===== src/bsasl_regs.vh =====
`ifndef BSASL_REGS_VH
`define BSASL_REGS_VH

////////////////////////////////////////////////////////////////////////////////
// Register byte offsets
`define BSASL_OFF_CTRL      8'h00
`define BSASL_OFF_STATUS    8'h04
`define BSASL_OFF_DATA      8'h08
`define BSASL_OFF_LOCKADDR  8'h0C

// Control register fields
`define BSASL_CTRL_RXEN     3
`define BSASL_CTRL_TXEN     4

// Slave status byte layout
`define BSASL_ST_TXWR       0
`define BSASL_ST_RXFULL     1
`define BSASL_ST_LOCKED     2
`define BSASL_ST_TXRDY      4
`define BSASL_ST_MODE_HI    7
`define BSASL_ST_MODE_LO    6
`define BSASL_MODE_CODE     2'h1
`define BSASL_TXWR_RST      1'h1

// Field kinds from the field sequencer
`define BSASL_FK_MADDR      3'h0
`define BSASL_FK_SADDR      3'h1
`define BSASL_FK_CTRL       3'h2
`define BSASL_FK_LEN        3'h3
`define BSASL_FK_DATA       3'h4

// Control codes
`define BSASL_CC_STATUS     4'h0
`define BSASL_CC_RDLOCK     4'h3
`define BSASL_CC_LADDR_LO   4'h4
`define BSASL_CC_LADDR_HI   4'h5
`define BSASL_CC_STUNLOCK   4'h6
`define BSASL_CC_RDDATA     4'h7
`define BSASL_CC_WRCMDLK    4'hA
`define BSASL_CC_WRDATLK    4'hB
`define BSASL_CC_WRCMD      4'hE
`define BSASL_CC_WRDATA     4'hF
`define BSASL_CC_WRITE_BIT  3

// Length field: zero means the full count
`define BSASL_LEN_FULL      9'h100

// AHB encodings
`define BSASL_HTRANS_NONSEQ 2'h2
`define BSASL_HTRANS_SEQ    2'h3

`endif


===== src/bsasl_ack_judge.v =====
`include "bsasl_regs.vh"

module bsasl_ack_judge (
    // Field under judgement
    input  wire [2:0] kind,
    input  wire [3:0] code,
    input  wire       curCode3,
    input  wire       parErr,
    input  wire       masterParErr,
    input  wire       timingErr,
    input  wire       addrMatch,
    input  wire       bcast,
    // Device state
    input  wire       rxEnable,
    input  wire       txEnable,
    input  wire       locked,
    input  wire       otherMaster,
    input  wire       rxFull,
    // Verdict
    output reg        nack
);

    reg undefCode;
    reg lockGuarded;

    always @* begin
        undefCode   = 1'h0;
        lockGuarded = 1'h0;
        nack        = 1'h0;
        case (code)
            `BSASL_CC_STATUS, `BSASL_CC_LADDR_LO, `BSASL_CC_LADDR_HI,
            `BSASL_CC_WRCMD, `BSASL_CC_WRDATA, `BSASL_CC_RDLOCK,
            `BSASL_CC_STUNLOCK, `BSASL_CC_RDDATA, `BSASL_CC_WRCMDLK,
            `BSASL_CC_WRDATLK: undefCode = 1'h0;
            default: undefCode = 1'h1;
        endcase
        lockGuarded = (code == `BSASL_CC_RDLOCK) | (code == `BSASL_CC_STUNLOCK) |
                      (code == `BSASL_CC_RDDATA) | (code == `BSASL_CC_WRCMDLK) |
                      (code == `BSASL_CC_WRDATLK) | (code == `BSASL_CC_WRCMD) |
                      (code == `BSASL_CC_WRDATA);
        case (kind)
            `BSASL_FK_SADDR: nack = parErr | masterParErr | timingErr | ~addrMatch;
            `BSASL_FK_CTRL: begin
                nack = parErr | timingErr | undefCode;
                if (code[`BSASL_CC_WRITE_BIT] & ~rxEnable & ~bcast) begin
                    nack = 1'h1;
                end
                if (((code == `BSASL_CC_RDLOCK) | (code == `BSASL_CC_RDDATA)) & ~txEnable) begin
                    nack = 1'h1;
                end
                if (locked & otherMaster & lockGuarded) begin
                    nack = 1'h1;
                end
                if (((code == `BSASL_CC_LADDR_LO) | (code == `BSASL_CC_LADDR_HI)) & ~locked) begin
                    nack = 1'h1;
                end
            end
            `BSASL_FK_LEN: nack = parErr | timingErr;
            `BSASL_FK_DATA: nack = parErr | timingErr | (curCode3 & rxFull) |
                                   (locked & otherMaster);
            default: nack = 1'h0;
        endcase
    end

endmodule // bsasl_ack_judge


===== src/bsasl_ahb_slave.v =====
`include "bsasl_regs.vh"

module bsasl_ahb_slave (
    // Clock and reset
    input  wire        clk,
    input  wire        rst_b,
    // AHB-Lite slave side
    input  wire        hsel,
    input  wire [31:0] haddr,
    input  wire [1:0]  htrans,
    input  wire        hwrite,
    input  wire        hready,
    output wire        hreadyout,
    output wire        hresp,
    // Register strobes
    output wire        rdStrobe,
    output wire [7:0]  rdOff,
    output wire        wrStrobe,
    output wire [7:0]  wrOff
);

    reg        wrPend_ff;
    reg [7:0]  wrOff_ff;
    reg        readyOut_ff;
    wire       addrPhase;

    ////////////////////////////////////////////////////////////////////////////
    // Zero wait states; only word access is meaningful, low bits ignored
    assign addrPhase = hsel & hready & (htrans[1] == 1'h1);
    assign rdStrobe  = addrPhase & ~hwrite;
    assign rdOff     = {haddr[7:2], 2'h0};
    assign wrStrobe  = wrPend_ff;
    assign wrOff     = wrOff_ff;
    assign hreadyout = readyOut_ff;
    assign hresp     = 1'h0;

    // Write data arrive one cycle after the address phase
    always @(posedge clk or negedge rst_b) begin
        if (!rst_b) begin
            wrPend_ff   <= 1'h0;
            wrOff_ff    <= 8'h00;
            readyOut_ff <= 1'h0;
        end else begin
            readyOut_ff <= 1'h1;
            wrPend_ff   <= addrPhase & hwrite;
            if (addrPhase & hwrite) begin
                wrOff_ff <= {haddr[7:2], 2'h0};
            end
        end
    end

endmodule // bsasl_ahb_slave


===== src/bsasl_top.v =====
`include "bsasl_regs.vh"

// Functional notes
// - Parity bit is one when the protected bits hold an odd count.
// - Every address, control, length and data byte carries a parity bit.
// - Individual frames acknowledge slave address, control, length and each data byte the master writes.
// - Acknowledge zero accepts, one refuses; broadcast acknowledges are ignored.
// - Slave address refused on address parity, timing error or no address match.
// - Control refused on parity, timing error or undefined code.
// - Write codes refused in individual frames while slave receive is disabled.
// - Data read codes refused while slave transmit is disabled.
// - While locked, foreign masters get guarded codes refused and no data accepted.
// - Lock address read refused when not locked.
// - Receive disable stops individual frames only; broadcast keeps receiving.
// - Length refused on parity or timing error.
// - Data refused on parity, timing error or unread byte in data register.
// - Status bit 0 shows transmit data written; reset sets it.
// - Status bit 1 receive data held, bit 2 locked, bits 3 and 5 zero.
// - Status bit 4 mirrors slave transmit enable.
// - Status bits 7 and 6 always report mode 1.
// - Lock address read returns locking master's 12-bit address in bytes.
// - Individual locking frame ending short after acked length sets lock.
// - Completed locking or unlock code frame clears lock.
// - Broadcast never sets lock; codes 0,4,5,E,F never lock.
// - Timing error outside master address and read data fields aborts the transfer and returns to standby.
// - Locking master unlocks via 3,6,A,B individual or A,B broadcast completion.
module bsasl_top #(
    parameter ADDR_W = 12,
    parameter BYTE_W = 8
) (
    // Clock and reset
    input  wire              clk,
    input  wire              rst_b,
    // AHB-Lite register bus
    input  wire              hsel,
    input  wire [31:0]       haddr,
    input  wire [1:0]        htrans,
    input  wire              hwrite,
    input  wire [2:0]        hsize,
    input  wire [31:0]       hwdata,
    input  wire              hready,
    output wire              hreadyout,
    output wire              hresp,
    output wire [31:0]       hrdata,
    // Field sequencer in
    input  wire              fieldValid,
    input  wire [2:0]        fieldKind,
    input  wire [ADDR_W-1:0] fieldData,
    input  wire              fieldParity,
    input  wire              timingErr,
    input  wire              broadcast,
    input  wire              addrMatch,
    input  wire              txAcked,
    input  wire              frameEnd,
    // Field sequencer out
    output wire              ackValid,
    output wire              ackNack,
    output wire              abortXfer,
    output wire [BYTE_W-1:0] txByte,
    output wire              txParity,
    // Events
    output wire              dataRequestIrq,
    output wire              transferEndIrq
);

    ////////////////////////////////////////////////////////////////////////////
    // Declarations
    reg [31:0]       hrdata_ff;
    reg              slaveRxEnable_ff;
    reg              slaveTxEnable_ff;
    reg [BYTE_W-1:0] busDataReg_ff;
    reg              txWritten_ff;
    reg              rxFull_ff;
    reg              locked_ff;
    reg [ADDR_W-1:0] lockAddr_ff;
    reg [ADDR_W-1:0] masterAddr_ff;
    reg              masterParErr_ff;
    reg              frameBcast_ff;
    reg [3:0]        ctrlCode_ff;
    reg              lenAcked_ff;
    reg [8:0]        lenBytes_ff;
    reg [8:0]        moved_ff;
    reg              ackValid_ff;
    reg              ackNack_ff;
    reg              abortXfer_ff;
    reg [BYTE_W-1:0] txByte_ff;
    reg              txParity_ff;
    reg              dataRequestIrq_ff;
    reg              transferEndIrq_ff;

    reg [31:0]       nxt_hrdata;
    reg [BYTE_W-1:0] nxt_txByte;

    wire             rdStrobe;
    wire [7:0]       rdOff;
    wire             wrStrobe;
    wire [7:0]       wrOff;
    wire             nack;
    wire             parErr;
    wire             otherMaster;
    wire             sameMaster;
    wire [7:0]       slaveStatus;
    wire             fieldIsData;
    wire             rxTake;
    wire             swReadData;
    wire             swWriteData;
    wire             allDone;
    wire             lockCode;
    wire             setLock;
    wire             clearLock;

    ////////////////////////////////////////////////////////////////////////////
    // Functions

    function evenParity;
        input [ADDR_W-1:0] bits;
        begin
            evenParity = ^bits;
        end
    endfunction

    function [8:0] lenCount;
        input [7:0] lenField;
        begin
            if (lenField == 8'h00) begin
                lenCount = `BSASL_LEN_FULL;
            end else begin
                lenCount = {1'h0, lenField};
            end
        end
    endfunction

    ////////////////////////////////////////////////////////////////////////////
    // Register bus slave
    bsasl_ahb_slave u_ahb (
        .clk       (clk),
        .rst_b     (rst_b),
        .hsel      (hsel),
        .haddr     (haddr),
        .htrans    (htrans),
        .hwrite    (hwrite),
        .hready    (hready),
        .hreadyout (hreadyout),
        .hresp     (hresp),
        .rdStrobe  (rdStrobe),
        .rdOff     (rdOff),
        .wrStrobe  (wrStrobe),
        .wrOff     (wrOff)
    );

    // Size is not checked; only whole-word transfers are issued
    assign swReadData  = rdStrobe & (rdOff == `BSASL_OFF_DATA);
    assign swWriteData = wrStrobe & (wrOff == `BSASL_OFF_DATA);

    assign slaveStatus = {`BSASL_MODE_CODE, 1'h0, slaveTxEnable_ff, 1'h0,
                          locked_ff, rxFull_ff, txWritten_ff};

    always @* begin
        nxt_hrdata = 32'h0000_0000;
        case (rdOff)
            `BSASL_OFF_CTRL: begin
                nxt_hrdata[`BSASL_CTRL_RXEN] = slaveRxEnable_ff;
                nxt_hrdata[`BSASL_CTRL_TXEN] = slaveTxEnable_ff;
            end
            `BSASL_OFF_STATUS:   nxt_hrdata[7:0] = slaveStatus;
            `BSASL_OFF_DATA:     nxt_hrdata[BYTE_W-1:0] = busDataReg_ff;
            `BSASL_OFF_LOCKADDR: nxt_hrdata[ADDR_W-1:0] = lockAddr_ff;
            default:             nxt_hrdata = 32'h0000_0000;
        endcase
    end

    always @(posedge clk or negedge rst_b) begin
        if (!rst_b) begin
            hrdata_ff        <= 32'h0000_0000;
            slaveRxEnable_ff <= 1'h0;
            slaveTxEnable_ff <= 1'h0;
        end else begin
            if (rdStrobe) begin
                hrdata_ff <= nxt_hrdata;
            end
            if (wrStrobe & (wrOff == `BSASL_OFF_CTRL)) begin
                slaveRxEnable_ff <= hwdata[`BSASL_CTRL_RXEN];
                slaveTxEnable_ff <= hwdata[`BSASL_CTRL_TXEN];
            end
        end
    end

    ////////////////////////////////////////////////////////////////////////////
    // Acknowledge decision

    assign parErr      = evenParity(fieldData) != fieldParity;
    assign sameMaster  = masterAddr_ff == lockAddr_ff;
    assign otherMaster = ~sameMaster;
    assign fieldIsData = fieldKind == `BSASL_FK_DATA;

    bsasl_ack_judge u_judge (
        .kind         (fieldKind),
        .code         (fieldData[3:0]),
        .curCode3     (ctrlCode_ff[`BSASL_CC_WRITE_BIT]),
        .parErr       (parErr),
        .masterParErr (masterParErr_ff),
        .timingErr    (timingErr),
        .addrMatch    (addrMatch),
        .bcast        (frameBcast_ff),
        .rxEnable     (slaveRxEnable_ff),
        .txEnable     (slaveTxEnable_ff),
        .locked       (locked_ff),
        .otherMaster  (otherMaster),
        .rxFull       (rxFull_ff),
        .nack         (nack)
    );

    // Only bytes the master writes are taken into the data register here
    assign rxTake = fieldValid & fieldIsData & ctrlCode_ff[`BSASL_CC_WRITE_BIT] & ~nack;

    ////////////////////////////////////////////////////////////////////////////
    // Frame tracking and acknowledge output
    always @(posedge clk or negedge rst_b) begin
        if (!rst_b) begin
            masterAddr_ff     <= {ADDR_W{1'h0}};
            masterParErr_ff   <= 1'h0;
            frameBcast_ff     <= 1'h0;
            ctrlCode_ff       <= 4'h0;
            lenAcked_ff       <= 1'h0;
            lenBytes_ff       <= 9'h000;
            moved_ff          <= 9'h000;
            ackValid_ff       <= 1'h0;
            ackNack_ff        <= 1'h0;
            abortXfer_ff      <= 1'h0;
            dataRequestIrq_ff <= 1'h0;
        end else begin
            ackValid_ff       <= 1'h0;
            ackNack_ff        <= 1'h0;
            abortXfer_ff      <= 1'h0;
            dataRequestIrq_ff <= 1'h0;
            if (fieldValid) begin
                case (fieldKind)
                    `BSASL_FK_MADDR: begin
                        masterAddr_ff   <= fieldData;
                        masterParErr_ff <= parErr;
                        frameBcast_ff   <= broadcast;
                        ctrlCode_ff     <= 4'h0;
                        lenAcked_ff     <= 1'h0;
                        lenBytes_ff     <= 9'h000;
                        moved_ff        <= 9'h000;
                    end
                    `BSASL_FK_LEN: begin
                        lenBytes_ff <= lenCount(fieldData[7:0]);
                        lenAcked_ff <= ~nack;
                    end
                    `BSASL_FK_CTRL: begin
                        ctrlCode_ff <= fieldData[3:0];
                    end
                    default: begin
                        ctrlCode_ff <= ctrlCode_ff;
                    end
                endcase
                if (fieldKind != `BSASL_FK_MADDR) begin
                    if (!frameBcast_ff && (!fieldIsData || ctrlCode_ff[`BSASL_CC_WRITE_BIT])) begin
                        ackValid_ff <= 1'h1;
                        ackNack_ff  <= nack;
                    end
                    if (nack && (!fieldIsData || ctrlCode_ff[`BSASL_CC_WRITE_BIT])) begin
                        abortXfer_ff <= 1'h1;
                    end
                end
            end else if (timingErr) begin
                abortXfer_ff <= 1'h1;
            end
            if (rxTake) begin
                moved_ff          <= moved_ff + 9'h001;
                dataRequestIrq_ff <= 1'h1;
            end else if (txAcked) begin
                moved_ff <= moved_ff + 9'h001;
            end
        end
    end

    ////////////////////////////////////////////////////////////////////////////
    // Data register and its flags
    always @(posedge clk or negedge rst_b) begin
        if (!rst_b) begin
            busDataReg_ff <= {BYTE_W{1'h0}};
            txWritten_ff  <= `BSASL_TXWR_RST;
            rxFull_ff     <= 1'h0;
        end else begin
            if (rxTake) begin
                busDataReg_ff <= fieldData[BYTE_W-1:0];
            end else if (swWriteData) begin
                busDataReg_ff <= hwdata[BYTE_W-1:0];
            end
            if (swWriteData) begin
                txWritten_ff <= 1'h1;
            end else if (txAcked && ((ctrlCode_ff == `BSASL_CC_RDLOCK) ||
                                     (ctrlCode_ff == `BSASL_CC_RDDATA))) begin
                txWritten_ff <= 1'h0;
            end
            if (rxTake) begin
                rxFull_ff <= 1'h1;
            end else if (swReadData) begin
                rxFull_ff <= 1'h0;
            end
        end
    end

    ////////////////////////////////////////////////////////////////////////////
    // Lock state
    assign allDone  = lenAcked_ff & (moved_ff == lenBytes_ff);
    // only 3, A, B can lock
    assign lockCode = (ctrlCode_ff == `BSASL_CC_RDLOCK) |
                      (ctrlCode_ff == `BSASL_CC_WRCMDLK) |
                      (ctrlCode_ff == `BSASL_CC_WRDATLK);
    assign setLock  = ~frameBcast_ff & lenAcked_ff & lockCode & ~allDone &
                      (~locked_ff | sameMaster);
    assign clearLock = locked_ff & sameMaster & allDone &
                       ((~frameBcast_ff & (lockCode | (ctrlCode_ff == `BSASL_CC_STUNLOCK))) |
                        (frameBcast_ff & ((ctrlCode_ff == `BSASL_CC_WRCMDLK) |
                                          (ctrlCode_ff == `BSASL_CC_WRDATLK))));

    always @(posedge clk or negedge rst_b) begin
        if (!rst_b) begin
            locked_ff         <= 1'h0;
            lockAddr_ff       <= {ADDR_W{1'h0}};
            transferEndIrq_ff <= 1'h0;
        end else begin
            transferEndIrq_ff <= frameEnd;
            if (frameEnd) begin
                if (setLock) begin
                    locked_ff   <= 1'h1;
                    lockAddr_ff <= masterAddr_ff;
                end else if (clearLock) begin
                    locked_ff <= 1'h0;
                end
            end
        end
    end

    ////////////////////////////////////////////////////////////////////////////
    // Transmit byte for master reads
    always @* begin
        nxt_txByte = {BYTE_W{1'h0}};
        case (ctrlCode_ff)
            `BSASL_CC_STATUS, `BSASL_CC_STUNLOCK: nxt_txByte = slaveStatus;
            `BSASL_CC_RDLOCK, `BSASL_CC_RDDATA:   nxt_txByte = busDataReg_ff;
            `BSASL_CC_LADDR_LO: nxt_txByte = lockAddr_ff[7:0];
            `BSASL_CC_LADDR_HI: nxt_txByte = {4'h0, lockAddr_ff[ADDR_W-1:8]};
            default:            nxt_txByte = {BYTE_W{1'h0}};
        endcase
    end

    always @(posedge clk or negedge rst_b) begin
        if (!rst_b) begin
            txByte_ff   <= {BYTE_W{1'h0}};
            txParity_ff <= 1'h0;
        end else begin
            txByte_ff   <= nxt_txByte;
            txParity_ff <= evenParity({{(ADDR_W-BYTE_W){1'h0}}, nxt_txByte});
        end
    end

    ////////////////////////////////////////////////////////////////////////////
    // Outputs
    assign hrdata         = hrdata_ff;
    assign ackValid       = ackValid_ff;
    assign ackNack        = ackNack_ff;
    assign abortXfer      = abortXfer_ff;
    assign txByte         = txByte_ff;
    assign txParity       = txParity_ff;
    assign dataRequestIrq = dataRequestIrq_ff;
    assign transferEndIrq = transferEndIrq_ff;

endmodule // bsasl_top


===== config.mk =====
export PLATFORM = sky130hd
export DESIGN_NAME = bsasl_top
export DESIGN_NICKNAME = d
export VERILOG_FILES = /design/src/bsasl_ack_judge.v /design/src/bsasl_ahb_slave.v /design/src/bsasl_top.v
export VERILOG_INCLUDE_DIRS = /design/src
export SDC_FILE = /design/constraint.sdc
export NUM_CORES = 1
export LEC_CHECK = 0
export BUFFER_PORTS_ARGS = -buffer_cell sky130_fd_sc_hd__buf_4
export CORE_MARGIN = 2
export CORE_UTILIZATION = 35
export CTS_CLUSTER_DIAMETER = 120
export DETAILED_ROUTE_END_ITERATION = 10
export PLACE_DENSITY_LB_ADDON = 0.12
export SLEW_MARGIN = 20
export SYNTH_ARGS = -nofsm -noshare
export SYNTH_HDL_FRONTEND = slang
export SYNTH_SLANG_ARGS = --single-unit

===== constraint.sdc =====
create_clock -name clk -period 5 [get_ports clk]
set_input_delay 1 -clock clk [delete_from_list [all_inputs] [get_ports clk]]
set_output_delay 1 -clock clk [all_outputs]
set_load 0.01 [all_outputs]

==> flow_metrics.tcl <==
set metrics [dict create \
    slew_headroom_pct 43.23 \
    ys_types 57 \
    outcome "finished clean" \
    slew_violations 0 \
    crit_slowest_cell "xnor3_1" \
    maxCapViolCount 0 \
    multi_input_area_um2 2476 \
    min_path_type "flop to flop" \
    crit_chain "buf_4 > inv_1 > ha_1 > xor2_1 > xnor3_1 > mux2i_1 > o311ai_2 > buf_4 > and2_1 > a31o_1" \
    leakage_nw 2.888 \
    die_w_um 124.9 \
    r2r_cells 7 \
    dr.pass1.iters 5 \
    cts_resized 0 \
    reg2reg_to "moved_ff[6]" \
    fin_tns_setup_ns 0 \
    post-cts-setup-buffer-count 0 \
    globalplace.congestion 0.8789 \
    yosysSeqAreaShare_pct 46.96 \
    critPathArrivalTime_ns 3.37 \
    drt-initial-drc-count 210 \
    regToRegStartpoint "lockAddr_ff[0]" \
    max_stage_delay_ns 0.45 \
    cts-hold-fix-buffers 0 \
    crit_family "XOR/XNOR gates" \
    worstSetupPathType "primary input to flop" \
    synth_edf_count 0 \
    num-nets-final 669 \
    setup_violations 0 \
    hp-start "u_ahb.wrOff[7]" \
    drc 0 \
    grt_use_total_pct 17.33 \
    pre_cts_ws_ns 1.505 \
    drt.antenna.violating_nets 0 \
    grt_first_pass_wirelength_mm 21.29 \
    diodes 0 \
    cts_htree_levels 3 \
    postSynthAreaPerCell_um2 10.20 \
    startpoint_type "primary input" \
    rows 44 \
    antenna_found_initial 0 \
    cp-end-kind "flop" \
    cts_tree "built" \
    power.density_nw_per_um2 387.7 \
    finalHoldViolations 0 \
    grt_pass1_vias 3905 \
    design_area_um2 5974 \
    clk_latency_ns 0.34 \
    grt_max_degree 67 \
    nFillCells 1461 \
    yosys.area.top_type "dfrtp_1" \
    fp.dieH_um 124.9 \
    timing.final.crit_period_ns 3.139 \
    ctsRootBufferMaster "clkbuf_16" \
    post_drt_wl_per_cell_um 17.30 \
    whs_path_depth 2 \
    ys_seq_elements 96 \
    cp_common_cell "buf_4" \
    dieArea_um2 15610 \
    whs_ns 0.4812 \
    max_freq_ghz 0.3185 \
    required_ns 5.23 \
    gr-total-overflow 0 \
    final_cell_mix "dfrtp_1 (95), buf_4 (71), nand2_1 (68)" \
    finClkSkew_ns 0.007903 \
    cts_buffers 9 \
    grt_setup_unrepaired "false" \
    clockBufferDepth 2 \
    path_depth 10 \
    area.growth.synth_to_final_pct 16.72 \
    ys_top_cells_by_area "dfrtp_1 (46%), nand2_1 (5.0%), mux2i_1 (4.3%), xnor2_1 (3.6%), buf_4 (3.1%)" \
    irDropWorstVdd_mv 0.1463 \
    tightestPinTransition_ns 0.8515 \
    final_common_cell "dfrtp_1" \
    dr_total_vias 3807 \
    cts_sinks 96 \
    syn_area_um2 5119 \
    seq_area_um2 2404 \
    start_util_pct 35.49 \
    setup_ws_ns 1.861 \
    placed_cell_area_um2 5703 \
    synthFlopType "dfrtp_1" \
    core_um2 14420 \
    path_clk_slew_ns 0.06 \
    io_pins 144 \
    ys_warn_count 0 \
    synth_top_area_share_pct 46.44 \
    timing.final.crit_share_pct 62.79 \
    viasPerCell 5.076 \
    io_buffers 68 \
    crit_fanout 24 \
    drt-total-wl_mm 12.97 \
    synthArstFlopShare_pct 100.0 \
    min_to "u_ahb.wrOff[7]" \
    rrSetupSlack_ns 2.36 \
    synthCells 502 \
    dp_hpwl_mm 9.552 \
    drive_above_1_share_pct 18.02 \
    path_buf_inv 3 \
]
-- cells by family (layout without fill, tap and decap cells) --
logic type                 count (synthesis)  count (layout)  synth area share [%]
and+or+nand+nor                          161             161                 15.84
AOI/OAI and AO/OA                        100             100                 13.59
DFF                                       96              96                 46.96
buffers and inverters                     59             103                 6.209
muxes                                     37              37                 7.602
xor gates and xnor gates                  36              36                 6.966
adders and majority gates                 11              11                 2.689
other                                      2              22                0.1467
-- report_power, final --
group          internal, mW  total [mW]  switching [mW]  leakage, nW
logic                 0.293       0.559           0.266         1.51
clock network         0.363       0.643           0.280        0.130
registers             0.932        1.11           0.183         1.25
-- layout make-up --
class,count,share of cell area [%]
timing repair buffer,71,8.921
inverter,17,1.068
sequential,96,40.23
tap,184,3.853
multi-input combinational,367,41.44
clock buffer,15,4.482
-- worst min-delay path, cell delays in order (launching register included) --
cell and delay, ns:
dfrtp_1 0.34, nand2_1 0.05, nand2_1 0.06
-- flip-flops by register name (all words and copies together), names as in the netlist, 4 cells and up --
name	count
hrdata	12
lockAddr_ff	12
masterAddr_ff	12
lenBytes_ff	9
moved_ff	9
busDataReg_ff	8
txByte	8
u_ahb.wrOff	6
ctrlCode_ff	4
-- cells in the mapped netlist, types with 4 or more instances --
| library cell | instances |
|---|---|
| dfrtp_1 | 95 |
| nand2_1 | 68 |
| o21ai_0 | 24 |
| nor2_1 | 23 |
| mux2i_1 | 22 |
| buf_4 | 21 |
| xnor2_1 | 21 |
| a21oi_1 | 18 |
| a22o_1 | 17 |
| inv_1 | 15 |
| mux2_2 | 12 |
| xor2_1 | 12 |
| clkbuf_1 | 11 |
| ha_1 | 11 |
| nand3_1 | 10 |
| buf_2 | 8 |
| nand2b_1 | 8 |
| a31o_1 | 7 |
| nand4_1 | 6 |
| nor2b_1 | 6 |
| a22oi_1 | 5 |
| and2_1 | 5 |
| nand4b_1 | 5 |
| o31ai_1 | 5 |
| a31oi_1 | 4 |
| a32o_1 | 4 |
| and3b_1 | 4 |
| nor3_1 | 4 |
| o2bb2ai_1 | 4 |
-- how the worst max path moves through the flow --
stage	start	end	slack [ns]
6_report	fieldData[4]	moved_ff[6]	1.86
4_1_cts	fieldData[4]	moved_ff[3]	1.86
3_5_place_dp	fieldData[4]	moved_ff[3]	1.50
5_1_grt	fieldData[1]	moved_ff[6]	1.73
3_3_place_gp	fieldData[4]	moved_ff[1]	1.46
2_1_floorplan	fieldData[4]	moved_ff[1]	2.10
-- per-stage QoR --
stage / utilization [%] / std cells / power (mW)
after detailed placement: 39.54 / 735 / 1.691
after CTS: 41.39 / 750 / 2.345
after floorplan: - / 522 / 1.475
after global placement: 39.54 / 735 / 1.676
after global routing: 41.42 / 750 / 2.465
final: 41.42 / 750 / 2.316
-- metal layers --
| metal | GRT usage, % | up-vias | share of wire [%] |
|---|---|---|---|
| met2 | 26.81 | 105 | 45 |
| met5 | 0 | - | 0 |
| met1 | 23.59 | 1832 | 46 |
| li1 | - | 1846 | - |
| met3 | 2.953 | 24 | 4.9 |
| met4 | 8.758 | 0 | 3.6 |
(Power assumes the default switching activity.)
